### src/hdl/blk_req_params.svh
// Purpose: Named offsets, field positions, codes and defaults of the block request processor
// Assumes: Included by the design module and the testbench
// Notes: Definitions only
`ifndef BLK_REQ_PARAMS_SVH
`define BLK_REQ_PARAMS_SVH

// ----------------------------------------------------------------
// Register byte offsets (one aligned word each)
// ----------------------------------------------------------------
`define OFS_CAP_LO      8'h00
`define OFS_CAP_HI      8'h04
`define OFS_SIZE_MAX    8'h08
`define OFS_SEG_MAX     8'h0c
`define OFS_CYLINDERS   8'h10
`define OFS_HEADS       8'h14
`define OFS_TRACK_SECT  8'h18
`define OFS_BLK_BYTES   8'h1c
`define OFS_PHYS_LOG2   8'h20
`define OFS_ALIGN_BLK   8'h24
`define OFS_MIN_IO      8'h28
`define OFS_OPT_IO      8'h2c
`define OFS_CACHE_MODE  8'h30
`define OFS_FEAT_OFFER  8'h34
`define OFS_FEAT_NEGO   8'h38
`define OFS_CONTROL     8'h3c
`define OFS_STATUS      8'h40

// ----------------------------------------------------------------
// Feature bit positions
// ----------------------------------------------------------------
`define FEAT_BARRIER      0
`define FEAT_SIZE_MAX     1
`define FEAT_SEG_MAX      2
`define FEAT_GEOMETRY     4
`define FEAT_READ_ONLY    5
`define FEAT_BLK_SIZE     6
`define FEAT_SCSI         7
`define FEAT_FLUSH        9
`define FEAT_TOPOLOGY     10
`define FEAT_CACHE_SWITCH 11

// ----------------------------------------------------------------
// Request type codes, status codes, units
// ----------------------------------------------------------------
`define TYPE_READ       31'h00000000
`define TYPE_WRITE      31'h00000001
`define TYPE_SCSI_A     31'h00000002
`define TYPE_SCSI_B     31'h00000003
`define TYPE_FLUSH_A    31'h00000004
`define TYPE_FLUSH_B    31'h00000005
`define TYPE_BARRIER_BIT 31
`define STATUS_OK       8'h00
`define STATUS_IO_ERR   8'h01
`define STATUS_UNSUPP   8'h02
`define SECTOR_SHIFT    9
`define SENSE_BYTES_MAX 32'h00000060
`define CACHE_WRITETHROUGH 1'b0
`define CACHE_WRITEBACK    1'b1

// ----------------------------------------------------------------
// Reset values of configuration fields
// ----------------------------------------------------------------
`define RST_FEAT_OFFER  32'h00000000
`define RST_FEAT_NEGO   32'h00000000
`define RST_SIZE_MAX    32'h00010000
`define RST_SEG_MAX     32'h00000080
`define RST_CYLINDERS   16'h0400
`define RST_HEADS       8'h10
`define RST_TRACK_SECT  8'h3f
`define RST_BLK_BYTES   32'h00000200
`define RST_PHYS_LOG2   8'h00
`define RST_ALIGN_BLK   8'h00
`define RST_MIN_IO      16'h0001
`define RST_OPT_IO      32'h00000000

`endif

### src/hdl/blk_req_pkg.sv
// Purpose: Types of the block request processor
// Assumes: Nothing beyond the standard language
// Notes: Numbers live in blk_req_params.svh
package blk_req_pkg;

   // Storage operation handed to the backend
   typedef enum logic [1:0] {OP_READ, OP_WRITE, OP_FLUSH, OP_SCSI} op_t;

   // Request engine states
   typedef enum logic [1:0] {S_IDLE, S_ISSUE, S_WAIT, S_DONE} state_t;

endpackage

### src/hdl/block_request_processor.sv
// Purpose: Request queue processor and configuration space of a virtual disk
// Assumes: Requests arrive one at a time from queue logic on pclk; backend answers on pclk
// Notes: One request is in flight at a time, so completions keep submission order
`include "blk_req_params.svh"

// Functional notes
// - Capacity in 512-byte sectors is always readable as a 64-bit value.
// - Bits 1, 2, 4 validate segment size, segment count and geometry fields.
// - With read-only offered, every write request fails.
// - Bit 6 validates the preferred block size, a performance hint only.
// - Bit 10 validates the topology fields.
// - Request sector quantities are always 512-byte units.
// - Type 0 reads, type 1 writes, type 4 flushes.
// - Type 5 behaves exactly like type 4.
// - Read/write byte position is sector times 512; flush and packet ignore sector.
// - Completion writes status 0 ok, 1 I/O error, 2 unsupported.
// - Flush commits every earlier completed write to non-volatile storage.
// - Completion order is free except around barriers and flushes.
// - Legacy cache switch byte: 0 writethrough, 1 writeback, reads current mode.
// - Without switch, mode follows negotiated flush bit 9.
// - Barrier bit waits for earlier requests and holds later ones back.
// - With bit 7, types 2 and 3 are identical packet commands.
// - Packet command length comes from its own buffer length.
// - Transfer size comes from the total data buffer size.
// - Packet requests report sense bytes written, at most 96.
// - Packet residual is requested length minus bytes transferred.
// - Fields little-endian; legacy mode uses guest native order.
module block_request_processor
   import blk_req_pkg::*;
(
   // Clock and reset
   input wire logic pclk,
   input wire logic presetn,
   // APB slave
   input wire logic psel,
   input wire logic penable,
   input wire logic pwrite,
   input wire logic [7:0] paddr,
   input wire logic [31:0] pwdata,
   output logic [31:0] prdata,
   output logic pready,
   output logic pslverr,
   // Backend disk size
   input wire logic [63:0] disk_capacity_sectors,
   // Request from the queue
   input wire logic req_valid,
   output logic req_ready,
   input wire logic [31:0] req_type,
   input wire logic [63:0] req_sector,
   input wire logic [31:0] req_data_bytes,
   input wire logic [31:0] req_cmd_bytes,
   // Storage backend command
   output logic stor_valid,
   input wire logic stor_ready,
   output op_t stor_op,
   output logic [63:0] stor_byte_addr,
   output logic [31:0] stor_len,
   output logic [31:0] stor_cmd_len,
   output logic stor_write_through,
   // Storage backend answer
   input wire logic stor_done,
   input wire logic stor_error,
   input wire logic [31:0] stor_xfer_bytes,
   input wire logic [31:0] stor_sense_bytes,
   // Completion to the queue
   output logic cpl_valid,
   input wire logic cpl_ready,
   output logic [7:0] cpl_status,
   output logic [31:0] cpl_sense_len,
   output logic [31:0] cpl_residual
);

   // ----------------------------------------------------------------
   // Declarations
   // ----------------------------------------------------------------
   logic [31:0] feat_offer_reg;
   logic [31:0] feat_nego_reg;
   logic legacy_mode_reg;
   logic guest_big_endian_reg;
   logic cache_mode_reg;
   logic [31:0] prdata_reg;
   logic pslverr_reg;
   logic [31:0] rd_word;
   logic rd_hit;
   logic [63:0] field_val;
   logic [63:0] field_ord;
   logic [3:0] field_bytes;
   logic setup_phase;
   logic wr_access;
   state_t state_reg;
   state_t state_next;
   op_t op_reg;
   logic [63:0] addr_reg;
   logic [31:0] len_reg;
   logic [31:0] cmd_len_reg;
   logic [7:0] status_reg;
   logic [31:0] sense_len_reg;
   logic [31:0] residual_reg;
   logic [15:0] done_count_reg;
   logic accept;
   logic [30:0] type_code;
   logic barrier_ok;
   logic is_read;
   logic is_write;
   logic is_flush;
   logic is_scsi;
   logic [64:0] req_end;
   logic out_of_range;
   logic feat_read_only;
   logic feat_cache_mode_switch;
   logic [7:0] status_io_error;
   logic [7:0] status_unsupported;

   assign feat_read_only = feat_offer_reg[`FEAT_READ_ONLY];
   assign feat_cache_mode_switch = feat_offer_reg[`FEAT_CACHE_SWITCH];
   assign status_io_error = `STATUS_IO_ERR;
   assign status_unsupported = `STATUS_UNSUPP;

   // ----------------------------------------------------------------
   // Byte order of one configuration field
   // ----------------------------------------------------------------
   function automatic logic [63:0] field_order(input logic [63:0] v, input logic [3:0] nbytes,
                                                input logic swap);
      logic [63:0] r;
      r = v;
      if (swap)
      begin
         r = 64'h0;
         for (int i = 0; i < 8; i++)
         begin
            if (i < int'(nbytes))
            begin
               r[8*i +: 8] = v[8*(int'(nbytes) - 1 - i) +: 8];
            end
         end
      end
      return r;
   endfunction

   // ----------------------------------------------------------------
   // APB access decode
   // ----------------------------------------------------------------
   assign setup_phase = psel && !penable;
   assign wr_access = psel && penable && pwrite && !pslverr_reg;
   assign pready = 1'b1;
   assign prdata = prdata_reg;
   assign pslverr = pslverr_reg;

   // Field value, width and word select for reads
   always_comb
   begin
      field_val = 64'h0;
      field_bytes = 4'h4;
      rd_hit = 1'b1;
      case (paddr)
         `OFS_CAP_LO, `OFS_CAP_HI:
         begin
            field_val = disk_capacity_sectors;
            field_bytes = 4'h8;
         end
         `OFS_SIZE_MAX: field_val = feat_offer_reg[`FEAT_SIZE_MAX] ? {32'h0, `RST_SIZE_MAX} : 64'h0;
         `OFS_SEG_MAX: field_val = feat_offer_reg[`FEAT_SEG_MAX] ? {32'h0, `RST_SEG_MAX} : 64'h0;
         `OFS_CYLINDERS:
         begin
            field_val = feat_offer_reg[`FEAT_GEOMETRY] ? {48'h0, `RST_CYLINDERS} : 64'h0;
            field_bytes = 4'h2;
         end
         `OFS_HEADS:
         begin
            field_val = feat_offer_reg[`FEAT_GEOMETRY] ? {56'h0, `RST_HEADS} : 64'h0;
            field_bytes = 4'h1;
         end
         `OFS_TRACK_SECT:
         begin
            field_val = feat_offer_reg[`FEAT_GEOMETRY] ? {56'h0, `RST_TRACK_SECT} : 64'h0;
            field_bytes = 4'h1;
         end
         `OFS_BLK_BYTES: field_val = feat_offer_reg[`FEAT_BLK_SIZE] ? {32'h0, `RST_BLK_BYTES} : 64'h0;
         `OFS_PHYS_LOG2:
         begin
            field_val = feat_offer_reg[`FEAT_TOPOLOGY] ? {56'h0, `RST_PHYS_LOG2} : 64'h0;
            field_bytes = 4'h1;
         end
         `OFS_ALIGN_BLK:
         begin
            field_val = feat_offer_reg[`FEAT_TOPOLOGY] ? {56'h0, `RST_ALIGN_BLK} : 64'h0;
            field_bytes = 4'h1;
         end
         `OFS_MIN_IO:
         begin
            field_val = feat_offer_reg[`FEAT_TOPOLOGY] ? {48'h0, `RST_MIN_IO} : 64'h0;
            field_bytes = 4'h2;
         end
         `OFS_OPT_IO: field_val = feat_offer_reg[`FEAT_TOPOLOGY] ? {32'h0, `RST_OPT_IO} : 64'h0;
         `OFS_CACHE_MODE:
         begin
            field_val = {63'h0, cache_mode_reg};
            field_bytes = 4'h1;
         end
         `OFS_FEAT_OFFER: field_val = {32'h0, feat_offer_reg};
         `OFS_FEAT_NEGO: field_val = {32'h0, feat_nego_reg};
         `OFS_CONTROL: field_val = {62'h0, guest_big_endian_reg, legacy_mode_reg};
         `OFS_STATUS: field_val = {32'h0, done_count_reg, status_reg, 4'h0, 1'b0, 1'(state_reg != S_IDLE),
                                   2'(state_reg)};
         default: rd_hit = 1'b0;
      endcase
   end

   // Legacy guests see their native byte order when big-endian
   assign field_ord = field_order(field_val, field_bytes, legacy_mode_reg && guest_big_endian_reg);
   assign rd_word = (paddr == `OFS_CAP_HI) ? field_ord[63:32] : field_ord[31:0];

   // Read data and error captured in the setup cycle
   always_ff @(posedge pclk or negedge presetn)
   begin
      if (!presetn)
      begin
         prdata_reg <= 32'h0;
         pslverr_reg <= 1'b0;
      end
      else if (setup_phase)
      begin
         prdata_reg <= pwrite ? 32'h0 : rd_word;
         pslverr_reg <= !rd_hit;
      end
   end

   // ----------------------------------------------------------------
   // Writable registers
   // ----------------------------------------------------------------
   // Features, legacy control
   always_ff @(posedge pclk or negedge presetn)
   begin
      if (!presetn)
      begin
         feat_offer_reg <= `RST_FEAT_OFFER;
         feat_nego_reg <= `RST_FEAT_NEGO;
         legacy_mode_reg <= 1'b0;
         guest_big_endian_reg <= 1'b0;
      end
      else if (wr_access)
      begin
         if (paddr == `OFS_FEAT_OFFER)
         begin
            feat_offer_reg <= pwdata;
         end
         if (paddr == `OFS_FEAT_NEGO)
         begin
            feat_nego_reg <= pwdata & feat_offer_reg;
         end
         if (paddr == `OFS_CONTROL)
         begin
            legacy_mode_reg <= pwdata[0];
            guest_big_endian_reg <= pwdata[1];
         end
      end
   end

   // Cache mode: software switch or follows negotiated flush
   always_ff @(posedge pclk or negedge presetn)
   begin
      if (!presetn)
      begin
         cache_mode_reg <= `CACHE_WRITETHROUGH;
      end
      else if (wr_access && paddr == `OFS_CACHE_MODE && legacy_mode_reg && feat_cache_mode_switch)
      begin
         cache_mode_reg <= pwdata[0];
      end
      else if (wr_access && paddr == `OFS_FEAT_NEGO && !feat_cache_mode_switch)
      begin
         cache_mode_reg <= pwdata[`FEAT_FLUSH] & feat_offer_reg[`FEAT_FLUSH];
      end
   end

   // ----------------------------------------------------------------
   // Request decode
   // ----------------------------------------------------------------
   assign accept = req_valid && req_ready;
   assign type_code = req_type[30:0];
   assign barrier_ok = !req_type[`TYPE_BARRIER_BIT] || feat_nego_reg[`FEAT_BARRIER];
   assign is_read = barrier_ok && type_code == `TYPE_READ;
   assign is_write = barrier_ok && type_code == `TYPE_WRITE;
   assign is_flush = barrier_ok && (type_code == `TYPE_FLUSH_A || type_code == `TYPE_FLUSH_B);
   assign is_scsi = barrier_ok && feat_nego_reg[`FEAT_SCSI]
                    && (type_code == `TYPE_SCSI_A || type_code == `TYPE_SCSI_B);
   // End sector from the data size in 512-byte units
   assign req_end = {1'b0, req_sector} + {42'h0, req_data_bytes[31:`SECTOR_SHIFT]};
   assign out_of_range = req_end > {1'b0, disk_capacity_sectors};

   // ----------------------------------------------------------------
   // Request engine
   // ----------------------------------------------------------------
   // Only one request in flight, so a barrier finds all earlier ones done
   assign req_ready = state_reg == S_IDLE;
   assign stor_valid = state_reg == S_ISSUE;
   assign cpl_valid = state_reg == S_DONE;

   // Next state
   always_comb
   begin
      state_next = state_reg;
      case (state_reg)
         S_IDLE:
         begin
            if (accept)
            begin
               if ((is_read || is_flush || is_scsi) || (is_write && !feat_read_only))
               begin
                  state_next = ((is_read || is_write) && out_of_range) ? S_DONE : S_ISSUE;
               end
               else
               begin
                  state_next = S_DONE;
               end
            end
         end
         S_ISSUE:
         begin
            if (stor_ready)
            begin
               state_next = S_WAIT;
            end
         end
         S_WAIT:
         begin
            if (stor_done)
            begin
               state_next = S_DONE;
            end
         end
         S_DONE:
         begin
            if (cpl_ready)
            begin
               state_next = S_IDLE;
            end
         end
         default: state_next = S_IDLE;
      endcase
   end

   // State register
   always_ff @(posedge pclk or negedge presetn)
   begin
      if (!presetn)
      begin
         state_reg <= S_IDLE;
      end
      else
      begin
         state_reg <= state_next;
      end
   end

   // Storage command captured at acceptance
   always_ff @(posedge pclk or negedge presetn)
   begin
      if (!presetn)
      begin
         op_reg <= OP_READ;
         addr_reg <= 64'h0;
         len_reg <= 32'h0;
         cmd_len_reg <= 32'h0;
      end
      else if (accept)
      begin
         op_reg <= is_flush ? OP_FLUSH : is_scsi ? OP_SCSI : is_write ? OP_WRITE : OP_READ;
         // Sector ignored for flush and packet commands
         addr_reg <= (is_read || is_write) ? {req_sector[63-`SECTOR_SHIFT:0], `SECTOR_SHIFT'(0)} : 64'h0;
         len_reg <= is_flush ? 32'h0 : req_data_bytes;
         cmd_len_reg <= is_scsi ? req_cmd_bytes : 32'h0;
      end
   end

   assign stor_op = op_reg;
   assign stor_byte_addr = addr_reg;
   assign stor_len = len_reg;
   assign stor_cmd_len = cmd_len_reg;
   assign stor_write_through = cache_mode_reg == `CACHE_WRITETHROUGH;

   // Completion status, sense length and residual
   always_ff @(posedge pclk or negedge presetn)
   begin
      if (!presetn)
      begin
         status_reg <= `STATUS_OK;
         sense_len_reg <= 32'h0;
         residual_reg <= 32'h0;
      end
      else if (accept)
      begin
         sense_len_reg <= 32'h0;
         residual_reg <= 32'h0;
         if (!(is_read || is_write || is_flush || is_scsi))
         begin
            status_reg <= status_unsupported;
         end
         else if ((is_write && feat_read_only) || ((is_read || is_write) && out_of_range))
         begin
            status_reg <= status_io_error;
         end
         else
         begin
            status_reg <= `STATUS_OK;
         end
      end
      else if (state_reg == S_WAIT && stor_done)
      begin
         status_reg <= stor_error ? status_io_error : `STATUS_OK;
         if (op_reg == OP_SCSI)
         begin
            sense_len_reg <= (stor_sense_bytes > `SENSE_BYTES_MAX) ? `SENSE_BYTES_MAX : stor_sense_bytes;
            residual_reg <= len_reg - stor_xfer_bytes;
         end
      end
   end

   assign cpl_status = status_reg;
   assign cpl_sense_len = sense_len_reg;
   assign cpl_residual = residual_reg;

   // Completed request counter
   always_ff @(posedge pclk or negedge presetn)
   begin
      if (!presetn)
      begin
         done_count_reg <= 16'h0;
      end
      else if (cpl_valid && cpl_ready)
      begin
         done_count_reg <= done_count_reg + 16'h1;
      end
   end
endmodule
### config.mk
export PLATFORM = sky130hd
export DESIGN_NAME = block_request_processor
export DESIGN_NICKNAME = d
export VERILOG_FILES = /design/src/hdl/blk_req_pkg.sv /design/src/hdl/block_request_processor.sv
export VERILOG_INCLUDE_DIRS = /design/src /design/src/hdl
export SDC_FILE = /design/constraint.sdc
export NUM_CORES = 1
export LEC_CHECK = 0
export BUFFER_PORTS_ARGS = -buffer_cell sky130_fd_sc_hd__buf_2
export CAP_MARGIN = 20
export CORE_MARGIN = 2
export CORE_UTILIZATION = 40
export DETAILED_ROUTE_END_ITERATION = 6
export GPL_TIMING_DRIVEN = 0
export SLEW_MARGIN = 10
export SYNTH_ARGS = -nofsm -noshare
export SYNTH_HDL_FRONTEND = slang
export SYNTH_SLANG_ARGS = --single-unit
### constraint.sdc
create_clock -name pclk -period 3.5 [get_ports pclk]
set_clock_uncertainty 0.1 [all_clocks]
set_input_delay 0.7 -clock pclk [delete_from_list [all_inputs] [get_ports pclk]]
set_output_delay 0.7 -clock pclk [all_outputs]
set_load 0.02 [all_outputs]
==> reports/metrics.yaml <==
status: "complete, but fails checks"
violations: "setup timing"
synth_flop_cell: "dfrtp_1"
slowest_delay_ns: 0.45
yosysWarningCount: 1
num_io_pins: 578
reg2reg_depth: 10
worst-path-stages: 20
dr.pass1.iters: 6
cts_num_sinks: 305
post-route-drc-count: 0
dr_total_vias: 20930
viasPerCell: 5.751
globalplace.congestion: 1.031
crit_chain: "buf_8 > ha_4 > a21o_1 > a21oi_2 > o21a_1 > o32a_1 > a31oi_4 > o21a_4 > o21a_4 > nand3_2 > xnor2_2 > ha_1 > nand4_1 > or3_4 > nor2_4 > nand2b_4 > o311a_1 > o2111a_1 > o221a_2 > o31ai_2"
synth-compound-area-share_pct: 21.30
syn_avg_cell_area_sq_um: 8.717
critical_path.endpoint: "state_reg[1]$_DFFE_PN0P_"
dieWidth_um: 226.6
critPathKind: "input pin to flop"
max_freq_mhz: 222.0
cts-root-buf: "clkbuf_16"
synth_fa_ha_area_share_pct: 8.345
critPathMaxFanout: 5
fin_util_pct: 52.99
synthArstFlopShare_pct: 100.0
crit_path_frequent_cell: "o21a_4"
drive_gt1_share_pct: 28.88
clkLatencyLatePin_ns: 0.59
fin_nets: 3401
pwr_density_cell_nw_per_um2: 470.4
grt_max_degree: 87
cp-startpoint: "req_data_bytes[10]"
setup_slack_ns: -1.005
ff2ff_setup_slack_ns: 0.23
ant_nets: 0
grt_util_all_layers_pct: 36.44
antenna_found_initial: 22
wl_per_cell_um: 26.42
ctsHtreeMaxLevel: 2
grt_pass1_vias: 20700
cap_violations: 0
leakage_nw: 13.33
die_height_um: 226.6
wl_mm: 96.17
rows: 81
cts_tree: "built"
endpoint_kind: "flop"
yosysTopAreaCell: "dfrtp_1"
drv_slew: 0
synth-xor-area-share_pct: 4.412
yosysTopAreaCellShare_pct: 38.51
timing.rr.start: "stor_len[4]$_DFFE_PN0P_"
globalRouteOverflowTotal: 0
dieArea_sq_um: 51350
tightest_slew_ns: 1.335
cts_buffers: 37
yosysSeqAreaShare_pct: 38.51
fill_cells: 4740
placed_area_sq_um: 23770
grt_pass1_wl_mm: 136.0
core-area_sq_um: 48950
postLayoutCellArea_sq_um: 25940
area_growth_pct: 30.85
synth_cells: 2274
path_buf_inv: 1
synth_mux_area_share_pct: 2.897
worstReg2RegEnd: "cpl_residual[31]$_DFFE_PN0P_"
start_util_pct: 40.49
arrival_ns: 4.88
synth_simple_gate_area_share_pct: 19.08
fin_crit_sh_pct: 128.7
ys_seq_elements: 305
rsz0062_at_grt: "yes"
largest_register_ffs: 55
cp_slowest_cell: "o32a_1"
drt_iter0_drc: 1575
fin_crit_ns: 4.505
min_path_type: "input pin to flop"
io_buffer_count: 559
synth_top_family_by_area: "compound AO/OA/AOI/OAI gates"
hold_viol: 0
vdd_ir_drop_max_v: 0.0003099
syn_area_sq_um: 19820
ys_top_cells_by_area: "dfrtp_1 39%, ha_1 8.1%, nand2_1 6.9%"
cp_top_family: "compound AO/OA/AOI/OAI gates"
required_ns: 3.87
yosysUniqueCellTypes: 90
hpwl_mm: 78.79
setup_viol: 3
cts_buffer_depth: 3
clk_pin_slew_worst_paths_ns: 0.06
synth_edf_count: 0
critPathLaunchType: "input pin"
maxSlewHeadroom_pct: 11.03
## power breakdown
| part | switching, W | internal [W] |
|---|---|---|
| sequential | 0.000287 | 0.00376 |
| clock | 0.00169 | 0.00225 |
| combinational | 0.00266 | 0.00157 |
| total | 0.00463 | 0.00757 |
## synth_stat cells (all sizes together) (35+ instances only)
cell type    n
a21o        47
a21oi      126
a22o        77
a22oi       45
and3        46
buf         54
clkbuf      76
dfrtp      305
ha         129
inv        130
mux2        35
nand2      369
nand3      107
nand4       40
nor2       113
nor3        35
o21ai      144
xnor2       63
xor2        36
## worst register-to-register path, stage by stage (launching register included)
cell,delay [ns]
dfrtp_1,0.47
ha_1,0.40
a21o_1,0.28
a211o_1,0.30
o21ai_0,0.29
a21oi_1,0.24
o31ai_2,0.40
nor2_1,0.11
a2111oi_2,0.40
nand2_1,0.09
o311ai_1,0.10
## area by class of cell
| class | instances | area, sq um | share of cell area [%] |
|---|---|---|---|
| timing repair buffer | 605 | 3302 | 12.73 |
| sequential | 305 | 7632 | 29.43 |
| antenna | 15 | 37.54 | 0.1447 |
| tap | 664 | 830.8 | 3.203 |
| inverter | 130 | 498.0 | 1.920 |
| clock buffer | 56 | 1129 | 4.351 |
| buffer | 130 | 644.4 | 2.484 |
| clock inverter | 12 | 95.09 | 0.3666 |
| multi-input combinational | 1723 | 11770 | 45.37 |
## per-stage QoR
step | worst slack (ns) | TNS (ns) | instances | power (W) | hold WS, ns
3_3_place_gp | -4.373 | -1350.53 | 3511 | 0.008040 | 0.3479
5_1_grt | -1.072 | -2.114 | 3634 | 0.01273 | 0.2401
6_report | -1.005 | -1.935 | 3640 | 0.01220 | 0.2349
3_5_place_dp | -2.101 | -36.50 | 3516 | 0.008109 | 0.3527
4_1_cts | -0.8987 | -1.719 | 3619 | 0.01214 | 0.2138
2_1_floorplan | -0.9545 | -1.880 | 2288 | 0.006526 | 0.3044
## placed cells by master, fill, tap and decap left out, types with 8 or more instances in the layout
cell type / netlist / layout
and3_1: 46 / 45
nor3_1: 33 / 26
ha_1: 129 / 115
nand3_1: 105 / 102
o21a_1: 19 / 17
o21ai_1: 21 / 20
o211ai_1: 18 / 18
nand4_1: 40 / 40
o31ai_1: 11 / 8
a22o_1: 77 / 76
a221oi_1: 23 / 21
nand2_1: 367 / 365
xor2_1: 36 / 36
a22oi_1: 45 / 45
dfrtp_1: 305 / 305
xnor2_1: 62 / 60
clkbuf_8: 0 / 13
mux2_2: 35 / 35
ha_4: 0 / 12
buf_6: 1 / 9
a21oi_1: 126 / 121
buf_4: 18 / 59
and2_1: 13 / 13
nor4_1: 15 / 15
a21o_1: 47 / 46
buf_1: 15 / 15
nor3_2: 2 / 8
nor2b_1: 19 / 18
a31oi_1: 16 / 13
mux2i_1: 18 / 18
nand2b_1: 11 / 10
buf_2: 20 / 564
clkbuf_1: 76 / 75
inv_1: 128 / 126
o21ai_0: 122 / 121
conb_1: 2 / 16
a211oi_1: 10 / 9
clkbuf_16: 0 / 38
diode_2: 0 / 15
nor2_1: 112 / 106
## cell families after synthesis
logic type	count (synthesis)
compound gates	619
xor+xnor	99
fa+ha+maj	131
buf+inv	260
flops	305
mux	53
other cells	2
simple gates	805
## routing by layer
layer,routed length (um),global-route usage (%),part of all wire [%]
met5,98,0,0.10
met4,6264,22.88,6.5
met3,7049,7.762,7.3
met2,45590,60.58,47
met1,37170,42.92,39
## worst min-delay path by stage
| stage | endpoint | start | depth (start not counted) |
|---|---|---|---|
| after floorplan | cache_mode_reg$_DFFE_PN0P_ | presetn | 0 |
| after global placement | stor_byte_addr[59]$_DFFE_PN0P_ | stor_byte_addr[59]$_DFFE_PN0P_ | 2 |
| after detailed placement | stor_byte_addr[22]$_DFFE_PN0P_ | stor_byte_addr[22]$_DFFE_PN0P_ | 2 |
| after CTS | stor_len[0]$_DFFE_PN0P_ | req_data_bytes[0] | 3 |
| after global routing | stor_cmd_len[21]$_DFFE_PN0P_ | req_cmd_bytes[21] | 2 |
| final | stor_len[0]$_DFFE_PN0P_ | req_data_bytes[0] | 3 |
## repair_timing
item	in CTS	in global routing
endpoints found under the setup margin	24	24
hold buffers	1	0
pin swaps	49	20
setup buffers	33	6
gates cloned	1	0
hold endpoints to repair	4	0
resized for setup	87	34
(Power assumes the default switching activity.)
